## src/hdl/rcpr_pkg.sv

```systemverilog
// Package with register map, field layout and constants of the radio register group.
package rcpr_pkg;

    // Register offsets on the host register port.
    localparam logic [7:0] RCPR_OFS_CHANNEL = 8'h21;
    localparam logic [7:0] RCPR_OFS_STRENGTH = 8'h22;
    localparam logic [7:0] RCPR_OFS_TX_POWER = 8'h23;
    localparam logic [7:0] RCPR_OFS_XTAL = 8'h24;
    localparam logic [7:0] RCPR_OFS_OSC_CAL = 8'h26;

    // Field positions.
    localparam int RCPR_CH_SRC_BIT = 7;
    localparam int RCPR_CH_NUM_LSB = 0;
    localparam int RCPR_CH_NUM_W = 7;
    localparam int RCPR_SS_VALID_BIT = 5;
    localparam int RCPR_SS_LVL_LSB = 0;
    localparam int RCPR_SS_LVL_W = 5;
    localparam int RCPR_PWR_LSB = 0;
    localparam int RCPR_PWR_W = 3;
    localparam int RCPR_CLK_OFF_BIT = 6;
    localparam int RCPR_TRIM_LSB = 0;
    localparam int RCPR_TRIM_W = 6;
    localparam int RCPR_SLOPE_LSB = 6;
    localparam int RCPR_SLOPE_W = 2;

    // Reset values of every register of the group.
    localparam logic [7:0] RCPR_RST_CHANNEL = 8'h00;
    localparam logic [7:0] RCPR_RST_STRENGTH = 8'h00;
    localparam logic [7:0] RCPR_RST_TX_POWER = 8'h00;
    localparam logic [7:0] RCPR_RST_XTAL = 8'h00;
    localparam logic [7:0] RCPR_RST_OSC_CAL = 8'h00;

    // Channel code 1 is 2402 MHz, so the base is one step below it.
    localparam logic [11:0] RCPR_CH_BASE_MHZ = 12'h0961;

    // Slope adjustment codes and their down/up magnitudes.
    localparam logic [1:0] RCPR_SLOPE_WIDE = 2'h3;
    localparam logic [1:0] RCPR_SLOPE_NARROW = 2'h2;
    localparam logic [2:0] RCPR_WIDE_DN = 3'h5;
    localparam logic [2:0] RCPR_WIDE_UP = 3'h5;
    localparam logic [2:0] RCPR_NARROW_DN = 3'h2;
    localparam logic [2:0] RCPR_NARROW_UP = 3'h3;

    // Default width of the synthesizer counter words.
    localparam int RCPR_CNT_W = 8;

endpackage

```

## src/hdl/rcpr_regs.sv

```systemverilog
// Radio channel, signal strength, power, crystal and oscillator registers.
`timescale 1ns/1ns
// Behaviour
// - Channel bit 7 picks counters or channel field.
// - Channel 1 is 2402 MHz, 1 MHz steps.
// - Strength register read-only, bits 7:6 reserved.
// - Strength bit 5 flags valid level.
// - Larger unsigned strength code means stronger signal.
// - One strength sample per receive mode entry.
// - Power code 0 lowest, 7 highest.
// - Clock-off bit 1 stops reference clock output.
// - Crystal trim field drives load capacitance.
// - Slope code 11, 10, 01, 00 decode; here only 11 and 10 give magnitudes, 01 and 00 both give zero.
// - Slope field write-only, host programs 11.
module rcpr_regs #(
    parameter int CNT_W = rcpr_pkg::RCPR_CNT_W
) (
    input  wire logic                    clk_sys,         // System clock.
    input  wire logic                    sys_rst,         // Async reset.
    input  wire logic [7:0]              reg_addr,        // Register offset.
    input  wire logic [7:0]              reg_wdata,       // Write data.
    input  wire logic                    reg_wr,          // Write strobe.
    input  wire logic                    reg_rd,          // Read strobe.
    output logic      [7:0]              reg_rdata,       // Read data.
    output logic                         reg_rvalid,      // Read data valid.
    input  wire logic [CNT_W-1:0]        synth_a_cnt,     // Counter reg 0x01.
    input  wire logic [CNT_W-1:0]        synth_n_cnt,     // Counter reg 0x02.
    input  wire logic                    rx_mode,         // Control 0x03 bit 7.
    input  wire logic [rcpr_pkg::RCPR_SS_LVL_W-1:0] rssi_level, // Level.
    input  wire logic                    rssi_level_ok,   // Analog level good.
    output logic                         synth_use_cnt,   // Counters in use.
    output logic      [11:0]             synth_freq_mhz,  // Channel frequency.
    output logic      [CNT_W-1:0]        synth_a_out,     // A counter to synth.
    output logic      [CNT_W-1:0]        synth_n_out,     // N counter to synth.
    output logic      [rcpr_pkg::RCPR_PWR_W-1:0] tx_power_level, // Tx_power_level.
    output logic                         ref_clock_out_en, // Drive clock pin.
    output logic      [rcpr_pkg::RCPR_TRIM_W-1:0] xtal_load_trim, // Load cap.
    output logic      [2:0]              osc_slope_dn,    // Slope down step.
    output logic      [2:0]              osc_slope_up     // Slope up step.
);
    import rcpr_pkg::*;

    if (CNT_W < 1 || CNT_W > 16) begin : g_chk
        $error("CNT_W must lie between 1 and 16");
    end

    // The field layout must fit one byte per register without overlap.
    if (RCPR_CH_NUM_LSB + RCPR_CH_NUM_W > RCPR_CH_SRC_BIT) begin : g_chk_ch
        $error("Channel field overlaps the source bit");
    end

    if (RCPR_CH_SRC_BIT > 7) begin : g_chk_src
        $error("Source bit lies outside the register");
    end

    if (RCPR_SS_LVL_LSB + RCPR_SS_LVL_W > RCPR_SS_VALID_BIT) begin : g_chk_ss
        $error("Strength level overlaps the valid bit");
    end

    if (RCPR_PWR_LSB + RCPR_PWR_W > 8) begin : g_chk_pw
        $error("Power field lies outside the register");
    end

    if (RCPR_TRIM_LSB + RCPR_TRIM_W > RCPR_CLK_OFF_BIT) begin : g_chk_xt
        $error("Trim field overlaps the clock-off bit");
    end

    if (RCPR_SLOPE_LSB + RCPR_SLOPE_W > 8) begin : g_chk_sl
        $error("Slope field lies outside the register");
    end

    if (int'(RCPR_CH_BASE_MHZ) + 2 ** RCPR_CH_NUM_W > 4096) begin : g_chk_fq
        $error("Highest channel does not fit the frequency word");
    end

    // All state of the block; one flop stage registers the whole of it.
    typedef struct packed {
        logic                     ch_src;
        logic [RCPR_CH_NUM_W-1:0] ch_num;
        logic [RCPR_SS_LVL_W-1:0] ss_lvl;
        logic                     ss_ok;
        logic                     rx_prev;
        logic [RCPR_PWR_W-1:0]    pwr;
        logic                     clk_off;
        logic [RCPR_TRIM_W-1:0]   trim;
        logic [RCPR_SLOPE_W-1:0]  slope;
        logic [7:0]               rdata;
        logic                     rvalid;
        logic                     use_cnt;
        logic [11:0]              freq;
        logic [CNT_W-1:0]         a_cnt;
        logic [CNT_W-1:0]         n_cnt;
        logic                     clk_en;
        logic [2:0]               sl_dn;
        logic [2:0]               sl_up;
    } rcpr_state_t;

    rcpr_state_t st_q;
    rcpr_state_t st_d;

    // Register picked by a host offset; unmapped offsets give none.
    typedef enum {
        RCPR_SEL_NONE,
        RCPR_SEL_CHANNEL,
        RCPR_SEL_STRENGTH,
        RCPR_SEL_TX_POWER,
        RCPR_SEL_XTAL,
        RCPR_SEL_OSC_CAL
    } rcpr_sel_t;

    // Offset decode, shared by the write and the read paths.
    function automatic rcpr_sel_t rcpr_decode(input logic [7:0] a);
        case (a)
            RCPR_OFS_CHANNEL: begin
                rcpr_decode = RCPR_SEL_CHANNEL;
            end
            RCPR_OFS_STRENGTH: begin
                rcpr_decode = RCPR_SEL_STRENGTH;
            end
            RCPR_OFS_TX_POWER: begin
                rcpr_decode = RCPR_SEL_TX_POWER;
            end
            RCPR_OFS_XTAL: begin
                rcpr_decode = RCPR_SEL_XTAL;
            end
            RCPR_OFS_OSC_CAL: begin
                rcpr_decode = RCPR_SEL_OSC_CAL;
            end
            default: begin
                rcpr_decode = RCPR_SEL_NONE;
            end
        endcase
    endfunction

    // Channel code to synthesizer frequency in MHz, 1 MHz per code.
    function automatic logic [11:0] rcpr_chan_freq(
        input logic [RCPR_CH_NUM_W-1:0] ch
    );
        rcpr_chan_freq = RCPR_CH_BASE_MHZ + 12'(ch);
    endfunction

    // Read view of one register. Reserved bits, unmapped offsets and the
    // write-only slope field all read as zero.
    function automatic logic [7:0] rcpr_read_word(input rcpr_sel_t sel,
                                                  input rcpr_state_t s);
        logic [7:0] w;
        w = 8'h00;
        case (sel)
            RCPR_SEL_CHANNEL: begin
                w[RCPR_CH_SRC_BIT] = s.ch_src;
                w[RCPR_CH_NUM_LSB +: RCPR_CH_NUM_W] = s.ch_num;
            end
            RCPR_SEL_STRENGTH: begin
                w[RCPR_SS_VALID_BIT] = s.ss_ok;
                w[RCPR_SS_LVL_LSB +: RCPR_SS_LVL_W] = s.ss_lvl;
            end
            RCPR_SEL_TX_POWER: begin
                w[RCPR_PWR_LSB +: RCPR_PWR_W] = s.pwr;
            end
            RCPR_SEL_XTAL: begin
                w[RCPR_CLK_OFF_BIT] = s.clk_off;
                w[RCPR_TRIM_LSB +: RCPR_TRIM_W] = s.trim;
            end
            // Reading the slope field gives zero, not the code.
            default: begin
                w = 8'h00;
            end
        endcase
        rcpr_read_word = w;
    endfunction

    // Slope code to down/up magnitude; the reserved code acts as none.
    function automatic logic [5:0] rcpr_slope(input logic [1:0] code);
        case (code)
            RCPR_SLOPE_WIDE: begin
                rcpr_slope = {RCPR_WIDE_DN, RCPR_WIDE_UP};
            end
            RCPR_SLOPE_NARROW: begin
                rcpr_slope = {RCPR_NARROW_DN, RCPR_NARROW_UP};
            end
            default: begin
                rcpr_slope = 6'h00;
            end
        endcase
    endfunction

    always_comb begin
        logic [5:0] sl;
        rcpr_sel_t  sel;
        logic       rx_rise;
        sl = 6'h00;
        sel = rcpr_decode(reg_addr);
        rx_rise = 1'b0;
        st_d = st_q;
        st_d.rvalid = 1'b0;

        // Reserved bits are dropped on write so they always read as zero.
        if (reg_wr) begin
            case (sel)
                RCPR_SEL_CHANNEL: begin
                    st_d.ch_src = reg_wdata[RCPR_CH_SRC_BIT];
                    st_d.ch_num = reg_wdata[RCPR_CH_NUM_LSB +: RCPR_CH_NUM_W];
                end
                RCPR_SEL_TX_POWER: begin
                    st_d.pwr = reg_wdata[RCPR_PWR_LSB +: RCPR_PWR_W];
                end
                RCPR_SEL_XTAL: begin
                    st_d.clk_off = reg_wdata[RCPR_CLK_OFF_BIT];
                    st_d.trim = reg_wdata[RCPR_TRIM_LSB +: RCPR_TRIM_W];
                end
                RCPR_SEL_OSC_CAL: begin
                    st_d.slope = reg_wdata[RCPR_SLOPE_LSB +: RCPR_SLOPE_W];
                end
                // A write to the read-only strength register is dropped.
                default: begin
                    // Unmapped offsets are ignored as well.
                end
            endcase
        end

        // Only the rising edge of receive mode samples, so the held
        // level cannot drift while the receiver stays on.
        rx_rise = rx_mode && !st_q.rx_prev;
        st_d.rx_prev = rx_mode;
        if (rx_rise) begin
            st_d.ss_lvl = rssi_level;
            st_d.ss_ok = rssi_level_ok;
        end

        // A read takes the old value even when a write hits the same
        // register in the same cycle.
        if (reg_rd) begin
            st_d.rvalid = 1'b1;
            st_d.rdata = rcpr_read_word(sel, st_q);
        end

        // Frequency source steering. The counters pass only while they
        // are selected, so a stale count never reaches the synthesizer.
        st_d.use_cnt = st_q.ch_src;
        if (st_q.ch_src) begin
            st_d.a_cnt = synth_a_cnt;
            st_d.n_cnt = synth_n_cnt;
            st_d.freq = 12'h000;
        end else begin
            st_d.a_cnt = '0;
            st_d.n_cnt = '0;
            st_d.freq = rcpr_chan_freq(st_q.ch_num);
        end

        st_d.clk_en = !st_q.clk_off;
        // The slope magnitudes lag the slope register by one cycle, two after the write, like the rest.
        sl = rcpr_slope(st_q.slope);
        st_d.sl_dn = sl[5:3];
        st_d.sl_up = sl[2:0];
    end

    always_ff @(posedge clk_sys or posedge sys_rst) begin
        if (sys_rst) begin
            // Reset loads constants only; the derived outputs start from
            // what the register resets imply.
            st_q.ch_src <= RCPR_RST_CHANNEL[RCPR_CH_SRC_BIT];
            st_q.ch_num <= RCPR_RST_CHANNEL[RCPR_CH_NUM_LSB +: RCPR_CH_NUM_W];
            st_q.ss_ok <= RCPR_RST_STRENGTH[RCPR_SS_VALID_BIT];
            st_q.ss_lvl <= RCPR_RST_STRENGTH[RCPR_SS_LVL_LSB +: RCPR_SS_LVL_W];
            st_q.rx_prev <= 1'b0;
            st_q.pwr <= RCPR_RST_TX_POWER[RCPR_PWR_LSB +: RCPR_PWR_W];
            st_q.clk_off <= RCPR_RST_XTAL[RCPR_CLK_OFF_BIT];
            st_q.trim <= RCPR_RST_XTAL[RCPR_TRIM_LSB +: RCPR_TRIM_W];
            st_q.slope <= RCPR_RST_OSC_CAL[RCPR_SLOPE_LSB +: RCPR_SLOPE_W];
            st_q.rdata <= 8'h00;
            st_q.rvalid <= 1'b0;
            st_q.use_cnt <= RCPR_RST_CHANNEL[RCPR_CH_SRC_BIT];
            st_q.freq <= RCPR_CH_BASE_MHZ;
            st_q.a_cnt <= '0;
            st_q.n_cnt <= '0;
            st_q.clk_en <= ~RCPR_RST_XTAL[RCPR_CLK_OFF_BIT];
            st_q.sl_dn <= 3'h0;
            st_q.sl_up <= 3'h0;
        end else begin
            st_q <= st_d;
        end
    end

    // Every output is a plain copy of a state flop. The counter, frequency,
    // clock gate and slope outputs settle one cycle after the register
    // that feeds them; the host never sees that lag, but the synthesizer
    // and the crystal circuits do.
    assign reg_rdata = st_q.rdata;
    assign reg_rvalid = st_q.rvalid;
    assign synth_use_cnt = st_q.use_cnt;
    assign synth_freq_mhz = st_q.freq;
    assign synth_a_out = st_q.a_cnt;
    assign synth_n_out = st_q.n_cnt;
    assign tx_power_level = st_q.pwr;
    assign ref_clock_out_en = st_q.clk_en;
    assign xtal_load_trim = st_q.trim;
    assign osc_slope_dn = st_q.sl_dn;
    assign osc_slope_up = st_q.sl_up;

endmodule

```

## config.mk

```make
export PLATFORM = sky130hd
export DESIGN_NAME = rcpr_regs
export DESIGN_NICKNAME = d
export VERILOG_FILES = /design/src/hdl/rcpr_pkg.sv /design/src/hdl/rcpr_regs.sv
export SDC_FILE = /design/constraint.sdc
export NUM_CORES = 1
export LEC_CHECK = 0
export ABC_AREA = 1
export BUFFER_PORTS_ARGS = -buffer_cell sky130_fd_sc_hd__buf_2
export CAP_MARGIN = 40
export CORE_ASPECT_RATIO = 0.75
export CORE_MARGIN = 4
export CORE_UTILIZATION = 55
export DETAILED_ROUTE_END_ITERATION = 8
export PLACE_DENSITY = 0.85
export SLEW_MARGIN = 20
export SYNTH_ARGS = -nofsm -noshare
export SYNTH_HDL_FRONTEND = slang
export SYNTH_SLANG_ARGS = --single-unit
```

## constraint.sdc

```tcl
create_clock -name clk_sys -period 4.65 [get_ports clk_sys]
set_clock_uncertainty 0.05 [all_clocks]
set_input_delay 1.1625 -clock clk_sys [delete_from_list [all_inputs] [get_ports clk_sys]]
set_output_delay 1.1625 -clock clk_sys [all_outputs]
set_load 0.01 [all_outputs]
```

# After elaboration in Yosys (flattened, before gate mapping)
# Index checks and enable logic that the tools add are counted.
[totals] reg_bits=72 in_bits=43 out_inout_bits=54 elab_cells=46
[classes] add_sub_neg=1 eq_ne=12 muxes=8 reduce_logical=7
[op_table] op="32-bit by 2-bit == test with 1-bit output, second input constant" n=2
[op_table] op="32-bit by 3-bit == test with 1-bit output, second input constant" n=2
[op_table] op="8-bit by 6-bit == test with 1-bit output, second input constant" n=5
[op_table] op="32-bit by 1-bit == test with 1-bit output, second input constant" n=1
[op_table] op="28-bit two-way mux" n=1
[op_table] op="3-bit case mux with 5 select lines" n=1
[op_table] op="12-bit by 7-bit adder with 12-bit output, first input constant" n=1
[op_table] op="3-bit case mux with 4 select lines" n=1
[op_table] op="6-bit case mux with 2 select lines" n=1
[op_table] op="3-bit case mux with 3 select lines" n=1
[op_table] op="2-bit AND reduction" n=4
[op_table] op="2-bit == test, second input constant" n=2
[op_table] op="1-bit zero test" n=2
[op_table] op="1-bit two-way mux" n=2
[op_table] op="1-bit case mux with 2 select lines" n=1
[op_table] op="1-bit logical AND" n=1

# Depth between registers and ports, before layout
[logic_depth] word_depth=4 depth_mapped=8 depth_no_buf=7

# Least setup slack after synthesis
# Ideal clock, no wire load.
[synth_timing] kind="input -> register" startpoint="input reg_addr[3]" endpoint="register st_q (netlist bit xtal_load_trim[0])" setup_ps=119 arrival_time_ps=1874 t_required_ps=4481 slack_ps=2607 cell_stages=8 n_path_buf=1 path_cell_list="inv_2 nand2_2 nor2_4 nand2_4 nor2_4 buf_6 nand2_1 o21a_1"
[synth_via] elab_chain_cells=4 elab_cells_between_ends=8 classes_between="eq/ne: 6; mux: 1; reduce/logical: 1"
[synth_lines] item="from (decl)" line_no="rcpr_regs.sv:20" rtl="input wire logic [7:0] reg_addr,"
[synth_lines] item="8-bit by 6-bit == test with 1-bit output" line_no="rcpr_regs.sv:113" rtl="case (a)"
[synth_lines] item="3-bit case mux with 5 select lines *" line_no="rcpr_regs.sv:113"
[synth_lines] item="32-bit by 3-bit == test with 1-bit output *" line_no="rcpr_regs.sv:199" rtl="case (sel)"
[synth_lines] item="2-bit AND reduction (no line) *"
[synth_lines] item="to (signal assigned)" line_no="rcpr_regs.sv:280" rtl="st_q <= st_d;"
[synth_lines] item="to (decl)" line_no="rcpr_regs.sv:98" rtl="rcpr_state_t st_q;"
# Every way passes the cells marked *; elsewhere a longest branch is shown, timed or not.
# A chain may end at the register's enable or synchronous reset.

==> results.txt <==
Sorting the synthesized cells by area gives the leading types as dfrtp_1, buf_4, nand2_1. The final weighted congestion of routability-driven global placement is 0.901. The total detailed-routing wirelength was 6130 µm; the number of top-level pins was 97. Count of pins over their slew limit: 0. The region available for standard cell placement spans 5440 µm².

The area fraction in and, or, nand and nor cells after synthesis was 0.189; the deepest level of the CTS H-tree was 3. The period utilization came out at 0.473. The run gives 0 as the final count of negative-setup-slack endpoints. The reported leakage power was 2.07 nW; the violation count after the first detailed-route iteration was 195. The count of synthesis-stage warnings from yosys came out at 0.

The power per unit of standard cell area is 352 nW/µm², and the number of hold violations in the final report is 0. The share of the synthesized netlist area taken by xor and xnor gates came out at 0. The count of buffers added on input and output ports is 94. Clock edge transition at the registers on the reported setup and hold paths: 70 ps. The signal on the critical path passes through buf_2. The average wire per cell in the routed design was 13.2 µm. Post-CTS timing repair inserted 0 buffers for setup. The tools report the kind of capture point of the worst setup path as an output pin.

STA classifies the critical path startpoint as a flop. In the synthesized netlist the dominant register cell turns out to be dfrtp_1. Worst slew slack as a fraction of its limit: 0.568.

The clock drives 66 sinks. Kind of critical path: flop to output pin. Each instance of the synthesized netlist takes up on average 9.48 µm².

In this run, synthesis inferred 0 flip-flops with an integrated enable. For the number of global-route vias before repair, the log shows 2081. For the pin with the worst max-slew slack, the measured transition is 649 ps. The sequential share of the synthesized area was 0.525. The tools report the startpoint of the most critical register-to-register path as st_d[35]. Critical-path cell with the highest stage delay: dfstp_2. The mux contribution to synthesized area is 0.0214, and the worst-case reg-to-reg path depth is 2.

The cell at the root of the clock tree was clkbuf_8. After detailed routing, the number of remaining DRC violations is 0. Entering global routing, the biggest net connects 39 pins. The flow ran to the end, and the final reports show no timing, DRC or antenna violations. Data on the critical path arrives at its endpoint at 990 ps. The placement row count was 23. Yosys instantiated no cell more often than nand2_1.

For this run the aggregate overflow at the end of global routing stands at 0. The share of cells above drive strength 1 works out to 0.384. The area growth from synthesis to layout is 11.1%. The die covers 7030 µm². After synthesis, the largest family of logic cells by area is buffers and inverters. The number of antenna violations at the first check in global routing was 0. The net count of the finished layout is 427. The tools report the clock insertion delay at the later pin of the skew report as 340 ps. Based on the critical path, the design can be clocked at up to 454 MHz. TritonCTS built the clock tree. Using the TritonRoute via totals, the vias-per-cell ratio works out to 4.73. The number of synthesized register bits was 66. The count of cell instances traversed by the critical path is 1. Among cell families on the critical path, the largest total delay comes from flip-flops. After clock tree synthesis, the flow added hold-fix buffers numbering 0.

The via total after detailed routing came out at 2189. The buffer levels on the longest clock path was 2; the number of unique standard cell types used by synthesis was 30. The tools report the number of violations of the max-capacitance limit as 0. The final-layout setup total negative slack is 0 ps. The area used by multi-input combinational logic is 897 µm², and the vertical die dimension is 73.6 µm.

The combined area of all synthesized cells was 3160 µm²; the number of fill cells in the layout was 459. The clock period minus final worst setup slack is 2200 ps, and the slack of the worst reg-to-reg path is 3270 ps. In this run the worst path has a maximum fanout of 2. The share of synthesized registers carrying an async set or reset was 1.00. The detail route stage leaves a number of antenna-violating nets equal to 0. Once layout is done, the placed cells without fillers occupy 3510 µm². The worst setup path endpoint was synth_freq_mhz[11]. The commonest cells after synthesis are nand2_1, dfrtp_1, buf_4. The first-pass GRT wire length is 9650 µm, and the buffers plus inverters on the worst setup path is 1. The kind of path behind the tightest hold check is flop to flop. The worst-case IR drop observed on VDD is 0.174 mV.

In this run the critical register-to-register path is captured at reg_rdata[7]. The biggest area consumer among synthesized cells was dfrtp_1. For the placed wire-length estimate after detailed placement, the log shows 4590 µm. Total global-route track usage: 0.187.

In this run, post-CTS repair resized a total of 0 instances. On the worst path, the slowest cell contributes a delay of 530 ps. The fraction of the mapped netlist area in adder cells works out to 0.00396. In this run the worst setup path begins at synth_freq_mhz[8].

The cell count after synthesis came out at 333. The area taken by flip-flops and latches is 1660 µm², and the number of iterations in the first detailed-routing pass is 4. Summing all placed instances gives a cell area of 3290 µm². TritonCTS created 9 clock buffers.

For the effective utilization at floorplan, the log shows 0.581. The repair_antennas step left the layout with diodes totalling 0. The die outline width was 95.5 µm. The post-synthesis compound-gate area fraction came out at 0.0677. The area fraction of the dominant cell type after synthesis is 0.483. The tools report the data required time of the critical path as 3440 ps. Setup repair after global routing left no endpoint under its margin.
cell type report:
cell class	count	area share
Multi-Input combinational cell	166	0.256
Clock buffer	13	0.0424
Timing Repair Buffer	96	0.144
Inverter	44	0.0471
Tap cell	75	0.0267
Sequential cell	66	0.473
Clock inverter	3	0.0114
sequential cells by signal, indices dropped and copies added (netlist names):
register,cells
osc_slope_dn,1
osc_slope_up,2
ref_clock_out_en,1
reg_rdata,8
reg_rvalid,1
st_d,1
st_q,17
synth_a_out,8
synth_freq_mhz,9
synth_n_out,8
synth_use_cnt,1
tx_power_level,3
xtal_load_trim,6
worst register-to-register path: stages (launching register included):
cell and delay [ps]:
dfrtp_1 760, inv_2 200, o31ai_1 270
logic make-up after synthesis:
logic type	Yosys count
compound gates	35
fa+ha+maj	1
buf+inv	102
flops	66
mux	6
other cells	1
simple gates	122
placed cells by master, fill, tap and decap left out, types with 4 or more instances in the layout:
cell,count
nand2_2,10
dfrtp_1,61
mux2_2,6
o21a_1,6
dfstp_2,5
clkbuf_8,10
o21ai_1,4
inv_1,38
nor2_1,14
o21ai_2,5
nand3_1,20
buf_2,94
nand2_1,66
inv_2,5
o21ai_0,15
metal layers:
metal  wire length (µm)  GRT usage  part of all wire
met1               2610      0.241              0.43
met2               2890      0.286              0.47
met3                565     0.0768             0.092
met4                 61     0.0694             0.010
met5                  0          0                 0
power breakdown:
group          switching, mW  internal (mW)  total [mW]
combinational         0.0763         0.0556       0.132
sequential            0.0228          0.614       0.637
clock                  0.205          0.261       0.467
total                  0.304          0.930        1.23
through the flow:
step,power (mW),instances,setup slack [ps],util,hold slack (ps)
floorplan,0.747,334,1790,-,306
finish,1.23,463,2450,0.645,362
global route,1.29,463,2410,0.645,367
global placement,0.774,446,2210,0.605,329
CTS,1.25,462,2430,0.640,356
detailed placement,0.778,446,2160,0.605,340
worst min-delay path by stage:
stage	from	to	cells after the start
2_1_floorplan	st_q[53]	ref_clock_out_en	1
3_3_place_gp	st_q[53]	ref_clock_out_en	1
3_5_place_dp	st_q[53]	ref_clock_out_en	1
4_1_cts	st_q[53]	ref_clock_out_en	1
5_1_grt	st_q[53]	ref_clock_out_en	1
6_report	st_q[53]	ref_clock_out_en	1
Power figures use the tool's default switching activity.
